## src/verilog/i2csm_defs.svh

```systemverilog
// register offsets, field positions, reset values and constants of the control block
// Functional notes
// [RQ1] soft reset bit holds controller in reset
// [RQ2] alert request bit drives the alert pin
// [RQ3] checksum transfer cleared on done, start/stop, disable
// [RQ4] ack position picks current or next byte
// [RQ5] acknowledge enable decides ack for received bytes
// [RQ6] stop request: set on timeout, cleared on stop
// [RQ7] start request cleared on start or disable
// [RQ8] disable clears ack position and ack enable
// [RQ9] slave stretches clock unless stretch disabled
// [RQ10] general call address answered only when enabled
// [RQ11] checksum enable switches the crc calculator
// [RQ12] address resolution support enabled in smbus mode
// [RQ13] role select: smbus device or host
// [RQ14] protocol select: plain i2c or smbus
// [RQ15] peripheral enable switches controller on
// [RQ16] overrun/underrun flagged when stretching disabled
// [RQ17] separate flags for bus, arbitration, ack, checksum
// [RQ18] smbus timeout and alert flags in smbus mode
// [RQ19] frame flags: rx fall, tx rise
// [RQ20] frame flag: tx fall
// [RQ21] control register: 16/32-bit access, zero reset
// [RQ22] crc-8 polynomial x8+x2+x+1 over all bytes
// [RQ23] reserved bits read zero, writes ignored
`ifndef I2CSM_DEFS_SVH
`define I2CSM_DEFS_SVH

// ---------------------------------------------------------------
// register offsets
// ---------------------------------------------------------------
`define I2CSM_OFF_CTL     8'h00
`define I2CSM_OFF_FLAGS   8'h40
`define I2CSM_OFF_FRAME   8'h44
`define I2CSM_OFF_PEC     8'h48

// ---------------------------------------------------------------
// control register fields
// ---------------------------------------------------------------
`define I2CSM_B_SRST      15
`define I2CSM_B_ALERT     13
`define I2CSM_B_PECTX     12
`define I2CSM_B_ACKPOS    11
`define I2CSM_B_ACKNOWLEDGE_ENABLE     10
`define I2CSM_B_STOP      9
`define I2CSM_B_START     8
`define I2CSM_B_NOSTR     7
`define I2CSM_B_GENERAL_CALL_ENABLE      6
`define I2CSM_B_CHECKSUM_CALC_ENABLE     5
`define I2CSM_B_ADDRESS_RESOLUTION_ENABLE     4
`define I2CSM_B_ROLE      3
`define I2CSM_B_SMB       1
`define I2CSM_B_EN        0
`define I2CSM_CTL_MASK    16'hbffb
`define I2CSM_CTL_RESET   16'h0000

// ---------------------------------------------------------------
// flag register fields
// ---------------------------------------------------------------
`define I2CSM_F_BUS       0
`define I2CSM_F_ARB       1
`define I2CSM_F_NOACK     2
`define I2CSM_F_OVR       3
`define I2CSM_F_PEC       4
`define I2CSM_F_TMO       5
`define I2CSM_F_ALERT     6
`define I2CSM_F_RXFF      7
`define I2CSM_F_TXFR      8
`define I2CSM_F_TXFF      9
`define I2CSM_FLAGS_RESET 10'h000

// ---------------------------------------------------------------
// crc and addressing
// ---------------------------------------------------------------
`define I2CSM_CRC_POLY    8'h07
`define I2CSM_CRC_INIT    8'h00
`define I2CSM_GC_ADDR     7'h00

`endif

```

## src/verilog/i2csm_pkg.sv

```systemverilog
// types shared by the control block modules
package i2csm_pkg;

  typedef struct packed {
    logic [15:0] ctl;
    logic        frame_en;
    logic [9:0]  flags;
    logic [31:0] rdata;
    logic        ready;
    logic        slverr;
    logic        run;
    logic        ack_next;
    logic        pec_next;
    logic        rx_ack;
    logic        rx_pec;
    logic        scl_oe;
    logic        alert_oe;
    logic        tx_frame;
    logic        rxf_q;
    logic        alert_q;
    logic        gc_respond;
  } i2csm_state_t;

  typedef struct packed {
    logic [7:0] crc;
  } i2csm_crc_t;

endpackage

```

## src/verilog/i2csm_sync.sv

```systemverilog
// two-flop synchroniser for pin inputs
`timescale 1ns/100ps
module i2csm_sync #(
  parameter int WIDTH = 1
) (
  input  wire logic             sys_clk,
  input  wire logic             rst_n,
  input  wire logic             clk_en,
  input  wire logic [WIDTH-1:0] d,
  output logic      [WIDTH-1:0] q
);
  import i2csm_pkg::*;

  typedef struct packed {
    logic [WIDTH-1:0] meta;
    logic [WIDTH-1:0] sync;
  } i2csm_sync_t;

  i2csm_sync_t st;
  i2csm_sync_t next_st;

  always_comb begin
    next_st = st;
    if (clk_en) begin
      next_st.meta = d;
      next_st.sync = st.meta;
    end
  end

  always_ff @(posedge sys_clk or negedge rst_n) begin
    if (!rst_n) begin
      st <= '0;
    end else begin
      st <= next_st;
    end
  end

  assign q = st.sync;
endmodule

```

## src/verilog/i2csm_crc8.sv

```systemverilog
// byte-wide crc-8 calculator for packet error checking
`timescale 1ns/100ps
`include "i2csm_defs.svh"
module i2csm_crc8 (
  input  wire logic       sys_clk,
  input  wire logic       rst_n,
  input  wire logic       clk_en,
  input  wire logic       clr,
  input  wire logic       byte_valid,
  input  wire logic [7:0] byte_in,
  output logic      [7:0] crc
);
  import i2csm_pkg::*;

  i2csm_crc_t st;
  i2csm_crc_t next_st;
  logic [7:0] c;

  always_comb begin
    next_st = st;
    c = st.crc ^ byte_in;
    for (int i = 0; i < 8; i++) begin
      c = c[7] ? ((c << 1) ^ `I2CSM_CRC_POLY) : (c << 1); // [RQ22]
    end
    if (clk_en) begin
      if (clr) begin
        next_st.crc = `I2CSM_CRC_INIT;
      end else if (byte_valid) begin
        next_st.crc = c;
      end
    end
  end

  always_ff @(posedge sys_clk or negedge rst_n) begin
    if (!rst_n) begin
      st <= '0;
    end else begin
      st <= next_st;
    end
  end

  assign crc = st.crc;
endmodule

```

## src/verilog/i2csm_ctrl.sv

```systemverilog
// control register, error and frame flags of the two-wire serial controller
//
// Implementation choice: register access over APB.
`timescale 1ns/100ps
`include "i2csm_defs.svh"
module i2csm_ctrl (
  input  wire logic        sys_clk,
  input  wire logic        rst_n,
  input  wire logic        clk_en,
  // apb slave
  input  wire logic [7:0]  paddr,
  input  wire logic        psel,
  input  wire logic        penable,
  input  wire logic        pwrite,
  input  wire logic [31:0] pwdata,
  input  wire logic [3:0]  pstrb,
  output logic             pready,
  output logic      [31:0] prdata,
  output logic             pslverr,
  // events from the byte engine
  input  wire logic        evt_start,
  input  wire logic        evt_stop,
  input  wire logic        evt_pec_done,
  input  wire logic        evt_timeout,
  input  wire logic        evt_bus_err,
  input  wire logic        evt_arb_lost,
  input  wire logic        evt_no_ack,
  input  wire logic        evt_data_late,
  input  wire logic        byte_done,
  input  wire logic [7:0]  byte_data,
  input  wire logic        pec_check,
  input  wire logic        addr_valid,
  input  wire logic        slave_active,
  input  wire logic        data_wait,
  input  wire logic        master_busy,
  input  wire logic        alert_served,
  // pins
  input  wire logic        alert_pin_i,
  input  wire logic        rx_frame_i,
  output logic             alert_pin_o,
  output logic             alert_pin_oe,
  output logic             scl_o,
  output logic             scl_oe,
  output logic             tx_frame,
  // controls to the byte engine
  output logic             core_enable,
  output logic             start_req,
  output logic             stop_req,
  output logic             rx_ack,
  output logic             rx_pec_byte,
  output logic             pec_enable,
  output logic             smbus_mode,
  output logic             smbus_host,
  output logic             arp_support,
  output logic             gc_respond,
  output logic      [7:0]  pec_value
);
  import i2csm_pkg::*;

  i2csm_state_t st;
  i2csm_state_t next_st;
  logic [1:0]   pins_s;
  logic [7:0]   crc;
  logic         crc_clr;
  logic         acc;
  logic         wr;
  logic         hit_ctl;
  logic         hit_flags;
  logic         hit_frame;
  logic         hit_pec;
  logic [15:0]  ctl_w;
  logic [15:0]  lane_m;
  logic [9:0]   set_f;
  logic [9:0]   clr_f;
  logic         soft_reset_bit;
  logic         smb;

  // ---------------------------------------------------------------
  // pin synchronisers and crc
  // ---------------------------------------------------------------
  i2csm_sync #(
    .WIDTH (2)
  ) u_sync (
    .sys_clk (sys_clk),
    .rst_n   (rst_n),
    .clk_en  (clk_en),
    .d       ({rx_frame_i, alert_pin_i}),
    .q       (pins_s)
  );

  assign soft_reset_bit  = st.ctl[`I2CSM_B_SRST];
  assign smb     = st.ctl[`I2CSM_B_SMB];
  // crc restarts per message and is off unless enabled
  assign crc_clr = !st.run || !st.ctl[`I2CSM_B_CHECKSUM_CALC_ENABLE] || evt_start || evt_stop; // [RQ11]

  i2csm_crc8 u_crc (
    .sys_clk    (sys_clk),
    .rst_n      (rst_n),
    .clk_en     (clk_en),
    .clr        (crc_clr),
    .byte_valid (byte_done),
    .byte_in    (byte_data),
    .crc        (crc)
  );

  // ---------------------------------------------------------------
  // apb decode
  // ---------------------------------------------------------------
  assign acc       = psel && penable && st.ready;
  assign wr        = acc && pwrite;
  assign hit_ctl   = (paddr == `I2CSM_OFF_CTL);
  assign hit_flags = (paddr == `I2CSM_OFF_FLAGS);
  assign hit_frame = (paddr == `I2CSM_OFF_FRAME);
  assign hit_pec   = (paddr == `I2CSM_OFF_PEC);
  // half-word lanes only; upper lanes hold nothing
  assign lane_m    = {{8{pstrb[1]}}, {8{pstrb[0]}}}; // [RQ21]

  // ---------------------------------------------------------------
  // next state
  // ---------------------------------------------------------------
  always_comb begin
    next_st = st;
    ctl_w   = st.ctl;
    set_f   = '0;
    clr_f   = '0;
    if (clk_en) begin
      // apb answer one cycle into the access phase
      next_st.ready  = psel && penable && !st.ready;
      next_st.slverr = psel && penable && !st.ready &&
                       !(hit_ctl || hit_flags || hit_frame || hit_pec);
      next_st.rdata  = '0;
      if (psel && penable && !st.ready) begin
        unique case (1'b1)
          hit_ctl: begin
            next_st.rdata = {16'h0000, st.ctl & `I2CSM_CTL_MASK}; // [RQ23]
          end
          hit_flags: begin
            next_st.rdata = {22'h000000, st.flags};
          end
          hit_frame: begin
            next_st.rdata = {31'h00000000, st.frame_en};
          end
          hit_pec: begin
            next_st.rdata = {24'h000000, crc};
          end
          default: begin
            next_st.rdata = '0;
          end
        endcase
      end

      // hardware clears of control bits
      if (evt_pec_done || evt_start || evt_stop) begin
        ctl_w[`I2CSM_B_PECTX] = 1'b0; // [RQ3]
      end
      if (evt_stop) begin
        ctl_w[`I2CSM_B_STOP] = 1'b0; // [RQ6]
      end
      if (evt_start) begin
        ctl_w[`I2CSM_B_START] = 1'b0; // [RQ7]
      end
      if (alert_served) begin
        ctl_w[`I2CSM_B_ALERT] = 1'b0; // [RQ2]
      end
      // software write over the lanes it strobes
      if (wr && hit_ctl) begin
        ctl_w = ((ctl_w & ~lane_m) | (pwdata[15:0] & lane_m)) & `I2CSM_CTL_MASK; // [RQ21] [RQ23]
      end
      if (!ctl_w[`I2CSM_B_EN]) begin
        ctl_w[`I2CSM_B_ACKPOS] = 1'b0; // [RQ8]
        ctl_w[`I2CSM_B_ACKNOWLEDGE_ENABLE]  = 1'b0; // [RQ8]
        ctl_w[`I2CSM_B_START]  = 1'b0; // [RQ7]
        ctl_w[`I2CSM_B_PECTX]  = 1'b0; // [RQ3]
      end
      // timeout sets stop; a set beats a same-cycle clear
      if (st.run && smb && evt_timeout) begin
        ctl_w[`I2CSM_B_STOP] = 1'b1; // [RQ6]
      end
      next_st.ctl = ctl_w;
      if (wr && hit_frame && pstrb[0]) begin
        next_st.frame_en = pwdata[0];
      end

      // controller runs only while enabled and out of soft reset
      next_st.run = ctl_w[`I2CSM_B_EN] && !ctl_w[`I2CSM_B_SRST]; // [RQ1] [RQ15]

      // ack and checksum position for the received byte
      if (byte_done) begin
        next_st.ack_next = st.ctl[`I2CSM_B_ACKNOWLEDGE_ENABLE];
        next_st.pec_next = st.ctl[`I2CSM_B_PECTX];
      end
      if (st.ctl[`I2CSM_B_ACKPOS]) begin
        next_st.rx_ack = next_st.ack_next; // [RQ4]
        next_st.rx_pec = next_st.pec_next; // [RQ4]
      end else begin
        next_st.rx_ack = ctl_w[`I2CSM_B_ACKNOWLEDGE_ENABLE]; // [RQ4] [RQ5]
        next_st.rx_pec = ctl_w[`I2CSM_B_PECTX]; // [RQ4]
      end

      // slave clock hold while data is not ready
      next_st.scl_oe = st.run && slave_active && data_wait &&
                       !st.ctl[`I2CSM_B_NOSTR]; // [RQ9]
      next_st.alert_oe = ctl_w[`I2CSM_B_ALERT] && !ctl_w[`I2CSM_B_SRST]; // [RQ2]
      next_st.gc_respond = st.run && st.ctl[`I2CSM_B_GENERAL_CALL_ENABLE] && addr_valid &&
                           (byte_data[7:1] == `I2CSM_GC_ADDR); // [RQ10]
      next_st.tx_frame = st.run && master_busy;

      // edge history of synchronised pins
      next_st.rxf_q   = pins_s[1];
      next_st.alert_q = pins_s[0];

      // error and frame events
      if (st.run) begin
        set_f[`I2CSM_F_BUS]   = evt_bus_err; // [RQ17]
        set_f[`I2CSM_F_ARB]   = evt_arb_lost; // [RQ17]
        set_f[`I2CSM_F_NOACK] = evt_no_ack; // [RQ17]
        set_f[`I2CSM_F_OVR]   = evt_data_late && st.ctl[`I2CSM_B_NOSTR]; // [RQ16]
        set_f[`I2CSM_F_PEC]   = pec_check && st.ctl[`I2CSM_B_CHECKSUM_CALC_ENABLE] &&
                                (byte_data != crc); // [RQ17]
        set_f[`I2CSM_F_TMO]   = smb && evt_timeout; // [RQ18]
        set_f[`I2CSM_F_ALERT] = smb && st.alert_q && !pins_s[0]; // [RQ18]
      end
      if (st.frame_en && !soft_reset_bit) begin
        set_f[`I2CSM_F_RXFF] = st.rxf_q && !pins_s[1]; // [RQ19]
        set_f[`I2CSM_F_TXFR] = !st.tx_frame && next_st.tx_frame; // [RQ19]
        set_f[`I2CSM_F_TXFF] = st.tx_frame && !next_st.tx_frame; // [RQ20]
      end
      // flags clear by writing zero; a set in the same cycle wins
      if (wr && hit_flags) begin
        clr_f = ~pwdata[9:0] & {{2{pstrb[1]}}, {8{pstrb[0]}}};
      end
      next_st.flags = (st.flags & ~clr_f) | set_f;

      // soft reset holds the controller side idle
      if (ctl_w[`I2CSM_B_SRST]) begin
        next_st.flags      = `I2CSM_FLAGS_RESET; // [RQ1]
        next_st.scl_oe     = 1'b0;
        next_st.tx_frame   = 1'b0;
        next_st.gc_respond = 1'b0;
        next_st.ack_next   = 1'b0;
        next_st.pec_next   = 1'b0;
      end
    end
  end

  always_ff @(posedge sys_clk or negedge rst_n) begin
    if (!rst_n) begin
      st       <= '0;
      st.ctl   <= `I2CSM_CTL_RESET; // [RQ21]
      st.flags <= `I2CSM_FLAGS_RESET;
    end else begin
      st <= next_st;
    end
  end

  // ---------------------------------------------------------------
  // outputs
  // ---------------------------------------------------------------
  assign pready       = st.ready;
  assign prdata       = st.rdata;
  assign pslverr      = st.slverr;
  assign alert_pin_o  = 1'b0;
  assign alert_pin_oe = st.alert_oe;
  assign scl_o        = 1'b0;
  assign scl_oe       = st.scl_oe;
  assign tx_frame     = st.tx_frame;
  assign core_enable  = st.run;
  assign start_req    = st.ctl[`I2CSM_B_START];
  assign stop_req     = st.ctl[`I2CSM_B_STOP];
  assign rx_ack       = st.rx_ack;
  assign rx_pec_byte  = st.rx_pec;
  assign pec_enable   = st.ctl[`I2CSM_B_CHECKSUM_CALC_ENABLE];
  assign smbus_mode   = st.ctl[`I2CSM_B_SMB]; // [RQ14]
  assign smbus_host   = st.ctl[`I2CSM_B_ROLE]; // [RQ13]
  assign arp_support  = st.ctl[`I2CSM_B_ADDRESS_RESOLUTION_ENABLE]; // [RQ12]
  assign gc_respond   = st.gc_respond;
  assign pec_value    = crc;
endmodule

```

## config.mk

```make
export PLATFORM = sky130hd
export DESIGN_NAME = i2csm_ctrl
export DESIGN_NICKNAME = d
export VERILOG_FILES = /design/src/verilog/i2csm_pkg.sv /design/src/verilog/i2csm_sync.sv /design/src/verilog/i2csm_crc8.sv /design/src/verilog/i2csm_ctrl.sv
export VERILOG_INCLUDE_DIRS = /design/src /design/src/verilog
export SDC_FILE = /design/constraint.sdc
export NUM_CORES = 1
export LEC_CHECK = 0
export ABC_AREA = 0
export BUFFER_PORTS_ARGS = -buffer_cell sky130_fd_sc_hd__buf_2
export CORE_ASPECT_RATIO = 0.75
export CORE_MARGIN = 4
export CORE_UTILIZATION = 51
export DETAILED_ROUTE_END_ITERATION = 12
export GPL_ROUTABILITY_DRIVEN = 0
export PLACE_DENSITY = 0.89
export SLEW_MARGIN = 0
export SYNTH_ARGS = -nofsm -noshare
export SYNTH_HDL_FRONTEND = slang
export SYNTH_HIERARCHICAL = 1
export SYNTH_SLANG_ARGS = --single-unit
```

## constraint.sdc

```tcl
create_clock -name sys_clk -period 2.42 [get_ports sys_clk]
set_clock_uncertainty 0.1 [all_clocks]
set_input_delay 0.242 -clock sys_clk [delete_from_list [all_inputs] [get_ports sys_clk]]
set_output_delay 0.242 -clock sys_clk [all_outputs]
set_load 0.02 [all_outputs]
```

==> results.yml <==
synth:
  netlist-cell-type-count: 58
  syn_avg_cell_area_sq_um: 10.14
  synthesis.area_sq_um: 3875
  synth_edf_count: 0
  synthArstFlopShare_pct: 100.0
  synth_xor_area_share_pct: 8.944
  synth_top_family_by_area: "compound AO/OA/AOI/OAI gates"
  netlist_instances: 382
  synth_adder_area_share_pct: 0
  yosys_warnings: 6
  ys_top_cells_by_area: "dfrtp_1 42%, buf_4 7.0%, mux2_2 4.9%"
  yosys.area_share.simple_pct: 13.95
  synth_seq_cells: 65
  yosysTopAreaCell: "dfrtp_1"
  synth-compound-area-share_pct: 15.89
  synth_flop_cell: "dfrtp_1"
  ys_seq_area_share_pct: 41.98
  synth_top_cell_area_share_pct: 41.98
  synth.area.mux_share_pct: 8.298
route:
  dr.first_iter.drc_count: 268
  wl_per_cell_microns: 17.44
  wl_mm: 9.938
  drc: 0
  via_per_inst: 5.711
  vias: 3255
  firstDrtPassIters: 6
  drtAntennaViolNets: 0
setup_path:
  critPathKind: "register to register"
  worst_r2r_path_depth: 7
  crit_path_start: "pready$_DFFE_PN0P_"
  required_ns: 2.59
  timing.critical_path.to_type: "register"
  arrival_ns: 2.38
  crit-reg2reg-launch: "pready$_DFFE_PN0P_"
  worstReg2RegEnd: "st[9]$_DFFE_PN0P_"
  r2r_setup_slack_ns: 0.21
  cp_max_fo: 17
  worstSetupStartpointType: "register"
finish:
  syn_to_final_growth_pct: 16.31
  layout_common_cells: "93 x buf_2, 65 x dfrtp_1, 31 x nand2_1, 19 x conb_1"
  mostFrequentLayoutCell: "buf_2"
  drive_gt1_share_pct: 31.77
  layout.nets: 539
  n_antenna_cell: 0
  stdcell_area_sq_um: 4507
power_and_ir_drop:
  powerDensity_nw_per_um2: 534.7
  ir_drop_uv: 257.8
  cellLeakagePower_uw: 0.002197
  power_uw: 2410
status:
  status: "completed"
sta:
  fmax_mhz: 451.5
  rsz0062_at_grt: "false"
  slew_headroom_pct: 60.08
  fin_crit_sh_pct: 91.52
  hold_violations: 0
  fin_hold_ws_ns: 0.02715
  setup_viol: 0
  fin_setup_tns_ns: 0
  fin_crit_ns: 2.215
  finalMaxSlewViolations: 0
  worst_slew_pin_slew_ns: 0.5987
global_route:
  grt-ovfl-total: 0
  grt_pass1_vias: 3214
  grt_pass1_wl_mm: 16.05
  antenna_found_initial: 1
  grt_max_degree: 41
  track_usage_pct: 22.65
cts:
  insertion_delay_ns: 0.35
  clk_path_buf_depth: 2
  cts_buffers: 9
  htreeDepth: 3
  cts.clk_slew.worst_paths_ns: 0.07
  cts_sinks: 65
  tritoncts: "built"
  cts_resized: 0
  clock-root-buffer: "clkbuf_8"
floorplanning:
  core.rowCount: 27
  die_w_microns: 108.7
  io_pins: 132
  start_util_pct: 52.62
  core_sq_um: 7365
  die_h_microns: 83.49
  dieArea_sq_um: 9071
min_path:
  worstHoldStart: "rx_frame_i"
  worstHoldPathType: "input pin to register"
  hold_depth: 2
  hold-path-endpoint: "u_sync/st[3]$_DFFE_PN0P_"
placement:
  port_buffers: 93
  hpwl_mm: 7.447
  place_area_sq_um: 4293
job:
  drv_cap: 0
==> synthesized netlist by cell type (10+ instances only) <==
cell        n
dfrtp_1    65
xnor2_1    10
nor2_1     16
inv_1      16
o2bb2ai_1  13
mux2_2     17
o21ai_0    17
nand2_1    31
nand3_1    10
clkbuf_1   10
xor2_1     11
buf_4      36
mux2i_1    13
==> kinds of logic after synthesis <==
group	Yosys count
compound gates	85
xor+xnor	29
buf+inv	71
flops	65
mux	30
other cells	1
simple gates	101
==> metrics by stage <==
step,setup slack (ns),util [%],std cells
floorplan,0.1222,-,400
global placement,0.1475,58.29,552
detailed placement,0.04063,58.29,552
CTS,0.08861,61.09,569
global route,0.01339,61.20,570
finish,0.2053,61.20,570
==> power by group <==
part           leakage, uW  switching, uW  internal [uW]
clock network    0.0000953            413            500
registers         0.000888           22.6           1110
logic              0.00121            218            144
total              0.00220            653           1760
==> how the worst max path moves through the flow <==
stage	end	slack, ns	cells past startpoint
after global placement	st[62]$_DFFE_PN0P_	0.15	5
after CTS	st[9]$_DFFE_PN0P_	0.09	6
after global routing	st[9]$_DFFE_PN0P_	0.01	7
final	st[9]$_DFFE_PN0P_	0.21	7
after floorplan	st[49]$_DFFE_PN0P_	0.12	7
after detailed placement	st[9]$_DFFE_PN0P_	0.04	7
==> worst max-delay path: stages, from the launching register on <==
cell and delay, ns:
dfrtp_1 0.36, nand4_1 0.30, nor4_4 0.29, buf_4 0.19, mux2i_1 0.36, buf_12 0.20
nand2_1 0.13, o22ai_1 0.19
==> routing by layer <==
metal  global-route usage (%)  up-vias  routed length, microns
met5                        0        -                      13
met4                    9.060        2                     224
met3                    7.425       23                     929
met2                    34.21      180                    4572
met1                    30.04     1550                    4197
li1                         -     1500                       -
==> final cells by class <==
class / count / area [sq um]
flip-flops and latches: 65 / 1627
multi-input cells: 264 / 1896
well taps: 101 / 126.4
inverters: 17 / 63.81
clock buffers: 11 / 141.4
clock inverters: 5 / 55.05
fillers: 582 / 2858
repair buffers: 107 / 598.1
==> sequential cells by signal, indices dropped and copies added, names as in the netlist <==
register        flops
alert_pin_oe        1
arp_support         1
core_enable         1
gc_respond          1
pec_enable          1
prdata             15
pready              1
pslverr             1
rx_ack              1
rx_pec_byte         1
scl_oe              1
smbus_host          1
smbus_mode          1
soft_reset_bit      1
st                 22
start_req           1
stop_req            1
tx_frame            1
u_crc/crc           8
u_sync/q            2
u_sync/st           2
==> what timing repair did <==
action                     in CTS  in global routing
setup buffers                   0                  1
hold endpoints to repair       25                  0
setup endpoints to repair       0                  4
hold buffers                    1                  0
No activity file was read; power rests on OpenSTA's default activity.
